File: src/core/bcdrtc_consts.vh
// Shared constants of the BCD calendar clock core
`ifndef BCDRTC_CONSTS_VH
`define BCDRTC_CONSTS_VH

// Register addresses
`define BR_A_CTRL 4'h0
`define BR_A_TEN  4'h1
`define BR_A_SECU 4'h2
`define BR_A_SECT 4'h3
`define BR_A_MINU 4'h4
`define BR_A_MINT 4'h5
`define BR_A_HRU  4'h6
`define BR_A_HRT  4'h7
`define BR_A_DAYU 4'h8
`define BR_A_DAYT 4'h9
`define BR_A_MONU 4'hA
`define BR_A_MONT 4'hB
`define BR_A_YRU  4'hC
`define BR_A_YRT  4'hD
`define BR_A_DOW  4'hE
`define BR_A_SET  4'hF

// Control register bits
`define BR_CB_TEST 3
`define BR_CB_STOP 2
`define BR_CB_ISEL 1
`define BR_CB_DCHG 3
`define BR_CB_IFLG 0
// Clock setting and interrupt register bits
`define BR_SB_M24  0
`define BR_SB_AMPM 1
`define BR_SB_LPLO 2
`define BR_SB_LPHI 3
`define BR_IB_REP  3

// Synchronised pin vector layout and idle levels
`define BR_NPIN    12
`define BR_P_XTAL  11
`define BR_P_CS    10
`define BR_P_RD    9
`define BR_P_WR    8
`define BR_P_AHI   7
`define BR_P_ALO   4
`define BR_P_DHI   3
`define BR_P_DLO   0
`define BR_PIN_RST 12'h0700

// Divider chain: keep 15 of 16 crystal edges, 9 binary stages, 3 Johnson stages
`define BR_FRAC_LAST 4'hF
`define BR_BIN_LAST  9'h1FF
`define BR_JON_RST   3'h0
`define BR_JON_WRAP  3'h4

// BCD counting limits
`define BR_DIG_MAX 4'h9
`define BR_Z8      8'h00
`define BR_SEC_TOP 8'h59
`define BR_HR24TOP 8'h23
`define BR_HR12TOP 8'h12
`define BR_HR12PRE 8'h11
`define BR_ONE8    8'h01
`define BR_MON_TOP 8'h12
`define BR_MON_FEB 8'h02
`define BR_MON_APR 8'h04
`define BR_MON_JUN 8'h06
`define BR_MON_SEP 8'h09
`define BR_MON_NOV 8'h11
`define BR_D28     8'h28
`define BR_D29     8'h29
`define BR_D30     8'h30
`define BR_D31     8'h31
`define BR_YR_TOP  8'h99
`define BR_DOW_TOP 3'h7
`define BR_DOW_LO  3'h1
`define BR_LEAP0   2'h0

// Interrupt delays in ms, and the setting pulse period in ms
`define BR_TICK_MS 100
`define BR_DLY1_MS 100
`define BR_DLY2_MS 500
`define BR_DLY3_MS 1000
`define BR_DLY4_MS 5000
`define BR_DLY5_MS 10000
`define BR_DLY6_MS 30000
`define BR_DLY7_MS 60000
`define BR_TMR_W   10
`define BR_TMR_ONE 10'h001

// Reset values
`define BR_RST_HR  8'h12
`define BR_RST_DAY 8'h01
`define BR_RST_MON 8'h01

`endif

File: src/core/bcdrtc_core.v
// BCD calendar clock core with asynchronous 4-bit strobe bus
`include "bcdrtc_consts.vh"

// How it works
// - write window is chip select and write low
// - data captured on write window trailing edge
// - read window drives addressed register onto data
// - each time digit is a 4-bit BCD register
// - unused bits read zero, writes ignore them
// - stop bit holds divider and tenths at zero
// - time advances every 100 ms, all together
// - timer delays 0.1 to 60 s, single/repeat
// - expiry pulls interrupt low until control read
// - test mode puts crystal on interrupt pin
// - fractional, 9-stage binary, Johnson divide-by-six
// - setting pulse one crystal period, clocks all
// - time and flag change at setting pulse
// - setting pulse sets flag, control read clears
// - time registers writable, tenths read only
// - 12-hour mode: one tens bit, AM/PM
// - 24-hour mode: two tens bits, AM/PM zero
// - units hours four bits, bit 0 mode
// - days wrap per month and leap counter
// - leap counter two bits, zero means leap
// - select bit steers address 15
// - interrupt bit 3 repeat, bits 2:0 delay
module bcdrtc_core (
  input wire sys_clk, // System clock, 250 MHz
  input wire arst_n, // Asynchronous reset, active low
  input wire xtal_in, // Crystal oscillator level
  input wire cs_n, // Chip select, active low
  input wire rd_n, // Read, active low
  input wire wr_n, // Write, active low
  input wire [3:0] address_lines, // Register address
  input wire [3:0] data_lines_in, // Data pins as seen
  output reg [3:0] data_lines_out_ff, // Data pins driven value
  output reg data_lines_oe_n_ff, // Data driver enable, active low
  output reg int_out_ff, // Interrupt pin driven value
  output reg int_oe_n_ff // Interrupt driver enable, active low
);

  // Three-stage synchronisers; a change counts once stages two and three agree
  wire [`BR_NPIN-1:0] pin_raw = {xtal_in, cs_n, rd_n, wr_n, address_lines, data_lines_in};
  localparam [`BR_NPIN-1:0] pin_idle = `BR_PIN_RST;
  // Each bit has its own filter flop, so the vector has one driver per bit
  wire [`BR_NPIN-1:0] pin_f_ff;
  genvar gi;
  generate
    for (gi = 0; gi < `BR_NPIN; gi = gi + 1) begin : g_sync
      reg s1_ff, s2_ff, s3_ff, f_ff;
      always @(posedge sys_clk or negedge arst_n) begin
        if (!arst_n) begin
          s1_ff <= pin_idle[gi];
          s2_ff <= pin_idle[gi];
          s3_ff <= pin_idle[gi];
          f_ff <= pin_idle[gi];
        end else begin
          s1_ff <= pin_raw[gi];
          s2_ff <= s1_ff;
          s3_ff <= s2_ff;
          if (s2_ff == s3_ff)
            f_ff <= s3_ff;
        end
      end
      assign pin_f_ff[gi] = f_ff;
    end
  endgenerate

  wire [3:0] adr = pin_f_ff[`BR_P_AHI:`BR_P_ALO];
  wire [3:0] din = pin_f_ff[`BR_P_DHI:`BR_P_DLO];
  wire wr_win = ~pin_f_ff[`BR_P_CS] & ~pin_f_ff[`BR_P_WR];
  wire rd_win = ~pin_f_ff[`BR_P_CS] & ~pin_f_ff[`BR_P_RD];
  reg wr_win_ff, rd_win_ff, xtal_d_ff;
  reg [3:0] rd_adr_ff;
  wire wr_end = wr_win_ff & ~wr_win;
  wire rd_ctrl_end = rd_win_ff & ~rd_win & (rd_adr_ff == `BR_A_CTRL);
  wire xtal_tick = pin_f_ff[`BR_P_XTAL] & ~xtal_d_ff;

  // Control and time state
  reg test_ff, stop_ff, isel_ff, dchg_ff, iflg_ff;
  reg [3:0] ten_ff;
  reg [7:0] sec_ff, min_ff, hr_ff, day_ff, mon_ff, yr_ff;
  reg [2:0] dow_ff;
  reg [1:0] leap_ff;
  reg ampm_ff, m24_ff, irep_ff, trun_ff;
  reg [2:0] icode_ff;
  reg [`BR_TMR_W-1:0] tmr_ff;
  wire set_tick;

  bcdrtc_div u_div (
    .sys_clk(sys_clk),
    .arst_n(arst_n),
    .xtal_tick(xtal_tick),
    .hold(stop_ff),
    .set_tick_ff(set_tick)
  );

  // Two-digit BCD step: {wrap, next}
  function [8:0] bcd_step;
    input [7:0] v;
    input [7:0] top;
    input [7:0] lo;
    begin
      if (v == top)
        bcd_step = {1'b1, lo};
      else if (v[3:0] == `BR_DIG_MAX)
        bcd_step = {1'b0, v[7:4] + 4'h1, 4'h0};
      else
        bcd_step = {1'b0, v[7:4], v[3:0] + 4'h1};
    end
  endfunction

  // Last day of a month, from month and leap counter
  function [7:0] last_day;
    input [7:0] m;
    input [1:0] lp;
    begin
      if (m == `BR_MON_FEB)
        last_day = (lp == `BR_LEAP0) ? `BR_D29 : `BR_D28;
      else if (m == `BR_MON_APR || m == `BR_MON_JUN || m == `BR_MON_SEP || m == `BR_MON_NOV)
        last_day = `BR_D30;
      else
        last_day = `BR_D31;
    end
  endfunction

  // Interrupt delay in setting pulses
  function [`BR_TMR_W-1:0] dly_ticks;
    input [2:0] c;
    reg [31:0] ms;
    reg [31:0] q;
    begin
      case (c)
        3'h1: ms = `BR_DLY1_MS;
        3'h2: ms = `BR_DLY2_MS;
        3'h3: ms = `BR_DLY3_MS;
        3'h4: ms = `BR_DLY4_MS;
        3'h5: ms = `BR_DLY5_MS;
        3'h6: ms = `BR_DLY6_MS;
        3'h7: ms = `BR_DLY7_MS;
        default: ms = 32'h0000_0000;
      endcase
      q = ms / `BR_TICK_MS;
      dly_ticks = q[`BR_TMR_W-1:0];
    end
  endfunction

  // Next time values: advance first, then a finishing write overrides its register
  reg [3:0] nxt_ten;
  reg [7:0] nxt_sec, nxt_min, nxt_hr, nxt_day, nxt_mon, nxt_yr;
  reg [2:0] nxt_dow;
  reg [1:0] nxt_leap;
  reg nxt_ampm, nxt_m24;
  reg [8:0] st;
  reg c_s, c_m, c_h, c_d, c_mo;
  always @* begin
    nxt_ten = ten_ff;
    nxt_sec = sec_ff;
    nxt_min = min_ff;
    nxt_hr = hr_ff;
    nxt_day = day_ff;
    nxt_mon = mon_ff;
    nxt_yr = yr_ff;
    nxt_dow = dow_ff;
    nxt_leap = leap_ff;
    nxt_ampm = ampm_ff;
    nxt_m24 = m24_ff;
    st = 9'h000;
    c_s = 1'b0;
    c_m = 1'b0;
    c_h = 1'b0;
    c_d = 1'b0;
    c_mo = 1'b0;
    if (stop_ff) begin
      nxt_ten = 4'h0;
    end else if (set_tick) begin
      c_s = (ten_ff == `BR_DIG_MAX);
      nxt_ten = c_s ? 4'h0 : ten_ff + 4'h1;
      if (c_s) begin
        st = bcd_step(sec_ff, `BR_SEC_TOP, `BR_Z8);
        nxt_sec = st[7:0];
        c_m = st[8];
      end
      if (c_m) begin
        st = bcd_step(min_ff, `BR_SEC_TOP, `BR_Z8);
        nxt_min = st[7:0];
        c_h = st[8];
      end
      if (c_h) begin
        if (m24_ff) begin
          st = bcd_step(hr_ff, `BR_HR24TOP, `BR_Z8);
          nxt_hr = st[7:0];
          c_d = st[8];
        end else begin
          st = bcd_step(hr_ff, `BR_HR12TOP, `BR_ONE8);
          nxt_hr = st[7:0];
          if (hr_ff == `BR_HR12PRE) begin
            nxt_ampm = ~ampm_ff;
            c_d = ampm_ff;
          end
        end
      end
      if (c_d) begin
        nxt_dow = (dow_ff == `BR_DOW_TOP) ? `BR_DOW_LO : dow_ff + 3'h1;
        st = bcd_step(day_ff, last_day(mon_ff, leap_ff), `BR_ONE8);
        nxt_day = st[7:0];
        c_mo = st[8];
      end
      if (c_mo) begin
        st = bcd_step(mon_ff, `BR_MON_TOP, `BR_ONE8);
        nxt_mon = st[7:0];
        if (st[8]) begin
          st = bcd_step(yr_ff, `BR_YR_TOP, `BR_Z8);
          nxt_yr = st[7:0];
          nxt_leap = leap_ff + 2'h1;
        end
      end
    end
    // Writes keep only implemented bits
    if (wr_end) begin
      case (adr)
        `BR_A_SECU: nxt_sec = {sec_ff[7:4], din};
        `BR_A_SECT: nxt_sec = {1'b0, din[2:0], sec_ff[3:0]};
        `BR_A_MINU: nxt_min = {min_ff[7:4], din};
        `BR_A_MINT: nxt_min = {1'b0, din[2:0], min_ff[3:0]};
        `BR_A_HRU: nxt_hr = {hr_ff[7:4], din};
        `BR_A_HRT: nxt_hr = m24_ff ? {2'b00, din[1:0], hr_ff[3:0]}
                                   : {3'b000, din[0], hr_ff[3:0]};
        `BR_A_DAYU: nxt_day = {day_ff[7:4], din};
        `BR_A_DAYT: nxt_day = {2'b00, din[1:0], day_ff[3:0]};
        `BR_A_MONU: nxt_mon = {mon_ff[7:4], din};
        `BR_A_MONT: nxt_mon = {3'b000, din[0], mon_ff[3:0]};
        `BR_A_YRU: nxt_yr = {yr_ff[7:4], din};
        `BR_A_YRT: nxt_yr = {din, yr_ff[3:0]};
        `BR_A_DOW: nxt_dow = din[2:0];
        `BR_A_SET: begin
          if (!isel_ff) begin
            nxt_leap = din[`BR_SB_LPHI:`BR_SB_LPLO];
            nxt_m24 = din[`BR_SB_M24];
            // Mode and AM/PM cannot change together; a mode change drops AM/PM
            if (din[`BR_SB_M24])
              nxt_ampm = 1'b0;
            else if (!m24_ff)
              nxt_ampm = din[`BR_SB_AMPM];
          end
        end
        default: nxt_ten = nxt_ten; // Tenths and control are not time writes
      endcase
    end
  end

  // Read data for the address held during the window
  reg [3:0] rd_val;
  always @* begin
    case (adr)
      `BR_A_CTRL: rd_val = {dchg_ff, 2'b00, iflg_ff};
      `BR_A_TEN: rd_val = ten_ff;
      `BR_A_SECU: rd_val = sec_ff[3:0];
      `BR_A_SECT: rd_val = {1'b0, sec_ff[6:4]};
      `BR_A_MINU: rd_val = min_ff[3:0];
      `BR_A_MINT: rd_val = {1'b0, min_ff[6:4]};
      `BR_A_HRU: rd_val = hr_ff[3:0];
      `BR_A_HRT: rd_val = m24_ff ? {2'b00, hr_ff[5:4]} : {3'b000, hr_ff[4]};
      `BR_A_DAYU: rd_val = day_ff[3:0];
      `BR_A_DAYT: rd_val = {2'b00, day_ff[5:4]};
      `BR_A_MONU: rd_val = mon_ff[3:0];
      `BR_A_MONT: rd_val = {3'b000, mon_ff[4]};
      `BR_A_YRU: rd_val = yr_ff[3:0];
      `BR_A_YRT: rd_val = yr_ff[7:4];
      `BR_A_DOW: rd_val = {1'b0, dow_ff};
      `BR_A_SET: rd_val = isel_ff ? {irep_ff, icode_ff}
                                  : {leap_ff, ampm_ff & ~m24_ff, m24_ff};
      default: rd_val = 4'h0;
    endcase
  end

  wire int_wr = wr_end & (adr == `BR_A_SET) & isel_ff;
  wire tmr_exp = set_tick & trun_ff & (tmr_ff == `BR_TMR_ONE);

  always @(posedge sys_clk or negedge arst_n) begin
    if (!arst_n) begin
      wr_win_ff <= 1'b0;
      rd_win_ff <= 1'b0;
      rd_adr_ff <= 4'h0;
      xtal_d_ff <= 1'b0;
      test_ff <= 1'b0;
      stop_ff <= 1'b1;
      isel_ff <= 1'b0;
      dchg_ff <= 1'b0;
      iflg_ff <= 1'b0;
      ten_ff <= 4'h0;
      sec_ff <= `BR_Z8;
      min_ff <= `BR_Z8;
      hr_ff <= `BR_RST_HR;
      day_ff <= `BR_RST_DAY;
      mon_ff <= `BR_RST_MON;
      yr_ff <= `BR_Z8;
      dow_ff <= `BR_DOW_LO;
      leap_ff <= `BR_LEAP0;
      ampm_ff <= 1'b0;
      m24_ff <= 1'b0;
      irep_ff <= 1'b0;
      icode_ff <= 3'h0;
      trun_ff <= 1'b0;
      tmr_ff <= {`BR_TMR_W{1'b0}};
      data_lines_out_ff <= 4'h0;
      data_lines_oe_n_ff <= 1'b1;
      int_out_ff <= 1'b0;
      int_oe_n_ff <= 1'b1;
    end else begin
      wr_win_ff <= wr_win;
      rd_win_ff <= rd_win;
      if (rd_win)
        rd_adr_ff <= adr;
      xtal_d_ff <= pin_f_ff[`BR_P_XTAL];
      ten_ff <= nxt_ten;
      sec_ff <= nxt_sec;
      min_ff <= nxt_min;
      hr_ff <= nxt_hr;
      day_ff <= nxt_day;
      mon_ff <= nxt_mon;
      yr_ff <= nxt_yr;
      dow_ff <= nxt_dow;
      leap_ff <= nxt_leap;
      ampm_ff <= nxt_ampm;
      m24_ff <= nxt_m24;
      if (wr_end && adr == `BR_A_CTRL) begin
        test_ff <= din[`BR_CB_TEST];
        stop_ff <= din[`BR_CB_STOP];
        isel_ff <= din[`BR_CB_ISEL];
      end
      // Set wins over the clear made by a control read
      if (set_tick)
        dchg_ff <= 1'b1;
      else if (rd_ctrl_end)
        dchg_ff <= 1'b0;
      // Timer counts setting pulses; repeat reloads so errors never accumulate
      if (int_wr) begin
        irep_ff <= din[`BR_IB_REP];
        icode_ff <= din[2:0];
        tmr_ff <= dly_ticks(din[2:0]);
        trun_ff <= (din[2:0] != 3'h0);
      end else if (tmr_exp) begin
        tmr_ff <= dly_ticks(icode_ff);
        trun_ff <= irep_ff;
      end else if (set_tick && trun_ff) begin
        tmr_ff <= tmr_ff - `BR_TMR_ONE;
      end
      if (tmr_exp)
        iflg_ff <= 1'b1;
      else if (rd_ctrl_end || (int_wr && din[2:0] == 3'h0))
        iflg_ff <= 1'b0;
      data_lines_out_ff <= rd_val;
      data_lines_oe_n_ff <= ~rd_win;
      if (test_ff) begin
        int_out_ff <= pin_f_ff[`BR_P_XTAL];
        int_oe_n_ff <= 1'b0;
      end else begin
        int_out_ff <= 1'b0;
        int_oe_n_ff <= ~iflg_ff;
      end
    end
  end

endmodule

File: src/core/bcdrtc_div.v
// Crystal divider chain producing the 10 Hz setting pulse
`include "bcdrtc_consts.vh"

module bcdrtc_div (
  input wire sys_clk, // System clock
  input wire arst_n, // Asynchronous reset, active low
  input wire xtal_tick, // One pulse per crystal rising edge
  input wire hold, // Start/stop bit: holds the chain at zero
  output reg set_tick_ff // One-cycle setting pulse, 10 Hz
);

  reg [3:0] frac_ff;
  reg [8:0] bin_ff;
  reg [2:0] jon_ff;
  wire keep = xtal_tick & (frac_ff != `BR_FRAC_LAST);
  wire bin_wrap = keep & (bin_ff == `BR_BIN_LAST);

  always @(posedge sys_clk or negedge arst_n) begin
    if (!arst_n) begin
      frac_ff <= 4'h0;
      bin_ff <= 9'h000;
      jon_ff <= `BR_JON_RST;
      set_tick_ff <= 1'b0;
    end else if (hold) begin
      frac_ff <= 4'h0;
      bin_ff <= 9'h000;
      jon_ff <= `BR_JON_RST;
      set_tick_ff <= 1'b0;
    end else begin
      // Dropping one edge in sixteen gives 30.720 kHz on average
      if (xtal_tick)
        frac_ff <= frac_ff + 4'h1;
      if (keep)
        bin_ff <= bin_ff + 9'h001;
      if (bin_wrap)
        jon_ff <= {jon_ff[1:0], ~jon_ff[2]};
      // Pulse lasts one cycle, standing for one crystal period
      set_tick_ff <= bin_wrap & (jon_ff == `BR_JON_WRAP);
    end
  end

endmodule

File: config.mk
export PLATFORM = sky130hd
export DESIGN_NAME = bcdrtc_core
export DESIGN_NICKNAME = d
export VERILOG_FILES = /design/src/core/bcdrtc_core.v /design/src/core/bcdrtc_div.v
export VERILOG_INCLUDE_DIRS = /design/src /design/src/core
export SDC_FILE = /design/constraint.sdc
export NUM_CORES = 1
export LEC_CHECK = 0
export BUFFER_PORTS_ARGS = -buffer_cell sky130_fd_sc_hd__buf_2
export CAP_MARGIN = 20
export CORE_ASPECT_RATIO = 1.2
export CORE_MARGIN = 5
export CORE_UTILIZATION = 55
export CTS_BUF_LIST = sky130_fd_sc_hd__clkbuf_4 sky130_fd_sc_hd__clkbuf_8 sky130_fd_sc_hd__clkbuf_16
export DETAILED_ROUTE_END_ITERATION = 6
export MAX_ROUTING_LAYER = met4
export PLACE_DENSITY = 0.8
export SLEW_MARGIN = 20
export SYNTH_ARGS = -nofsm -noshare
export SYNTH_HDL_FRONTEND = slang
export SYNTH_SLANG_ARGS = --single-unit
File: constraint.sdc
create_clock -name sys_clk -period 4.4 [get_ports sys_clk]
set_input_delay 0.22 -clock sys_clk [delete_from_list [all_inputs] [get_ports sys_clk]]
set_output_delay 0.22 -clock sys_clk [all_outputs]
set_load 0.02 [all_outputs]
==> metrics.md <==
| Metric | Value |
|---|---|
| Status | finished, final reports clean |
| Top fanout value on the critical path | 6 |
| Leading area contributor after synthesis | dfrtp_1 |
| CP Launch Type | register |
| Count of input and output buffers | 20 |
| Clk root buf | clkbuf_16 |
| Width of the die | 124.7 um |
| Per-instance average area after synthesis | 9.191 um2 |
| Main synth FF type | dfrtp_1 |
| Number of pins with negative max-slew slack in the final report | 0 |
| Cells taking the most area after synthesis | dfrtp_1 (40%), dfstp_2 (6.1%), nand2_1 (5.1%) |
| Clock-pin slew on the worst setup and hold paths | roughly 70 ps |
| R2r setup slk | 1340 ps |
| Effective utilization at floorplan | 55.76% |
| Async set-or-reset flop fraction in the synthesized netlist | 100.0% |
| Detailed router's first-iteration violation count | roughly 880 |
| Area enclosed by the die boundary | roughly 18000 um2 |
| Number of buffers on the longest clock path | 2 |
| Worst hold path class | register to register |
| Headroom to the max-slew limit | 33.08% |
| Most common cell after layout, fill and taps aside | dfrtp_1 |
| Global-route wire length before repair | between 30 and 40 mm |
| Share of post-route cells with drive strength above 1 | between 10 and 15% |
| TritonCTS clock tree | done |
| GRT Total Usage | about 26% |
| Max Freq | 326.9 MHz |
| Post-CTS repair timing setup buffer count | 0 |
| Synthesis warning total | 0 |
| Inserted Diodes | 0 |
| Number of hold violations in the final report | 0 |
| Post-route clock period utilization | between 60 and 70% |
| Total core area | about 16000 um2 |
| Final-layout fill cell count | 1293 |
| Pin count of the biggest net entering global routing | about 110 |
| Slew at the pin closest to its max-slew limit | around 1000 ps |
| Setup clock skew after layout | ~9.1 ps |
| Detailed placement HPWL | roughly 16 mm |
| Cell count after synthesis | around 950 |
| Final period demand of the worst path | approximately 3000 ps |
| Total number of nets in the final design | roughly 1.0k |
| Max Cap Viol | 0 |
| Height of the die | ~150 um |
| Critical setup path kind | register to register |
| Post-Route Setup TNS | 0 ps |
| Post-synth EDFFs | 0 |
| Setup repair after global routing missed its margin | no |
| Number of rows in the core area | 50 |
| P per Cell Area | about 480 nW/um2 |
| Total detailed-routing wirelength | about 23 mm |
| Boundary pin count | 21 |
| Area delta synth->final | 11.12% |
| Syn Nets | 993 |
| Data arrival time of the critical path | 3420 ps |
| GRT overflow | 0 |
| CP Data Required Time | ~4800 ps |
| Number of sinks handled by clock tree synthesis | 158 |
| Area used by multi-input combinational logic | around 4400 um2 |
| Stage delay of the slowest cell on the critical path | 630 ps |
| Setup slack of the critical path after layout | 1341 ps |
| Detailed-router iteration count before antenna repair | 6 |
| Most frequent cells in the layout | dfrtp_1 (138), nand2_1 (119), nor2_1 (87), o21ai_0 (65), a21oi_1 (55) |
| RePlAce Congestion | between 1 and 1.5 |
| Slowest cell on the critical path | a211oi_1 |
| Routed vias | approximately 7.5k |
| Pre-CTS setup slack | 1452 ps |
| Worst path cell trace | inv_1, ha_1, nand4bb_1, nor4_1, nand3_1, a211oi_1, nor4b_1, a21oi_1, o21ai_1 |
| Antenna viol nets, final | 0 |
| Endpoint class of the critical path | register |
| Synth top area share | approximately two fifths |
| Flip-flop and latch count after synthesis | between 150 and 200 |
| Worst skew pair latency | about 430 ps |
| Post-synthesis instance area | 8686 um2 |
| Via density | between 6 and 7 |
| TritonCTS Buffers | 17 |
| Number of antenna violations at the first check in global routing | 0 |
| Number of global-route vias before repair | a little over 7k |
| Total area of sequential cells | between 3000 and 4000 um2 |
| Count of final setup violators | 0 |
| Leakage power summed over all cells | between 4 and 5 nW |
| DRC violations left | 0 |
| CTS H-tree depth | 4 |
| IR Drop Worst-Case VDD | about 0.42 mV |
| Sequential cell area fraction in the yosys report | between 40% and 50% |
| DR WL/cell | 19.06 um |
| Number of distinct standard cells referenced by the synthesized netlist | between 70 and 80 |
final cells by class:
| class | count | area share (%) |
|---|---|---|
| flip-flops and latches | 158 | 41.22 |
| inverters | 35 | 1.361 |
| multi-input cells | 710 | 45.44 |
| well taps | 208 | 2.696 |
| clock inverters | 13 | 1.569 |
| clock buffers | 19 | 4.563 |
| repair buffers | 42 | 3.150 |
kinds of logic after synthesis:
family,after synthesis,synth area share [%]
fa+ha+maj,46,6.281
buf+inv,77,3.702
compound gates,246,18.63
flops,158,45.81
xor+xnor,11,1.109
mux,25,3.025
simple gates,382,21.45
registers in the layout, summed over array words and instances, names as in the netlist, 8 cells and up:
| signal | cells |
|---|---|
| u_div.bin_ff | 9 |
| g_sync.s1_ff | 12 |
| g_sync.f_ff | 12 |
| day_ff | 8 |
| sec_ff | 8 |
| min_ff | 8 |
| yr_ff | 8 |
| g_sync.s3_ff | 12 |
| hr_ff | 8 |
| mon_ff | 8 |
| g_sync.s2_ff | 12 |
| tmr_ff | 10 |
synth_stat cells (6+ instances only):
cell type  count
maj3_1        12
o221ai_1      11
nand3b_1      11
nand2b_1      14
a22oi_1       14
or3_1          6
nor2b_1        9
mux2_2        10
inv_1         35
dfrtp_1      138
nand2_1      119
dfstp_2       20
a31oi_1        8
clkbuf_1      30
o211ai_1      12
nor4_1         9
a21oi_1       55
nand3_1       42
a211oi_1       9
nor3_1        31
o21ai_0       65
ha_1          34
xor2_1         6
nand4_1       11
a32oi_1        7
and3_1         9
nor2_1        87
o31ai_1        7
mux2i_1       15
o22ai_1        9
o311ai_0       6
final timing paths:
path / startpoint / end / depth (start not counted)
worst max-delay path: ten_ff[1]$_DFFE_PN0P_ / mon_ff[1]$_DFFE_PN0P_ / 9
worst min register to register: g_sync[0].s1_ff$_DFF_PN0_ / g_sync[0].s2_ff$_DFF_PN0_ / 0
max in group asynchronous: arst_n / hr_ff[1]$_DFFE_PN1P_ / 3
min in group asynchronous: arst_n / min_ff[7]$_DFFE_PN0P_ / 2
worst max register to register: ten_ff[1]$_DFFE_PN0P_ / mon_ff[1]$_DFFE_PN0P_ / 9
worst min-delay path: g_sync[0].s1_ff$_DFF_PN0_ / g_sync[0].s2_ff$_DFF_PN0_ / 0
worst max-delay path, delay by kind of cell, from the launching register on:
family	cells	cell delay [ps]
DFF	1	420
adders and majority gates	1	190
buffers and inverters	1	70
and+or+nand+nor	4	1450
AOI/OAI and AO/OA	3	840
stage by stage:
step	utilization, %	std cells	hold WS [ps]	instance area, um2	total power [mW]
6_report	61.96	1185	348.6	9652	4.607
5_1_grt	61.96	1185	356.0	9652	4.856
4_1_cts	61.96	1185	348.6	9652	4.604
3_5_place_dp	57.33	1140	326.8	8930	3.110
3_3_place_gp	57.33	1140	325.1	8930	3.073
2_1_floorplan	-	945	-75.59	8686	2.777
where the power goes:
| group | switching, mW | internal [mW] |
|---|---|---|
| combinational | 0.569 | 0.432 |
| clock | 0.656 | 0.818 |
| sequential | 0.411 | 1.72 |
timing repair:
action                    4_1_cts  5_1_grt
hold buffers                   13        0
gates resized for setup         0        0
hold endpoints to repair      103        0
routing by layer:
layer	vias up	global-route usage (%)	part of all wire (%)
li1	3496	-	-
met1	3592	32.40	41
met2	359	40.67	48
met3	74	4.843	7.4
met4	0	12.45	4.1
met5	-	-	0
No activity file was read; power rests on OpenSTA's default activity.
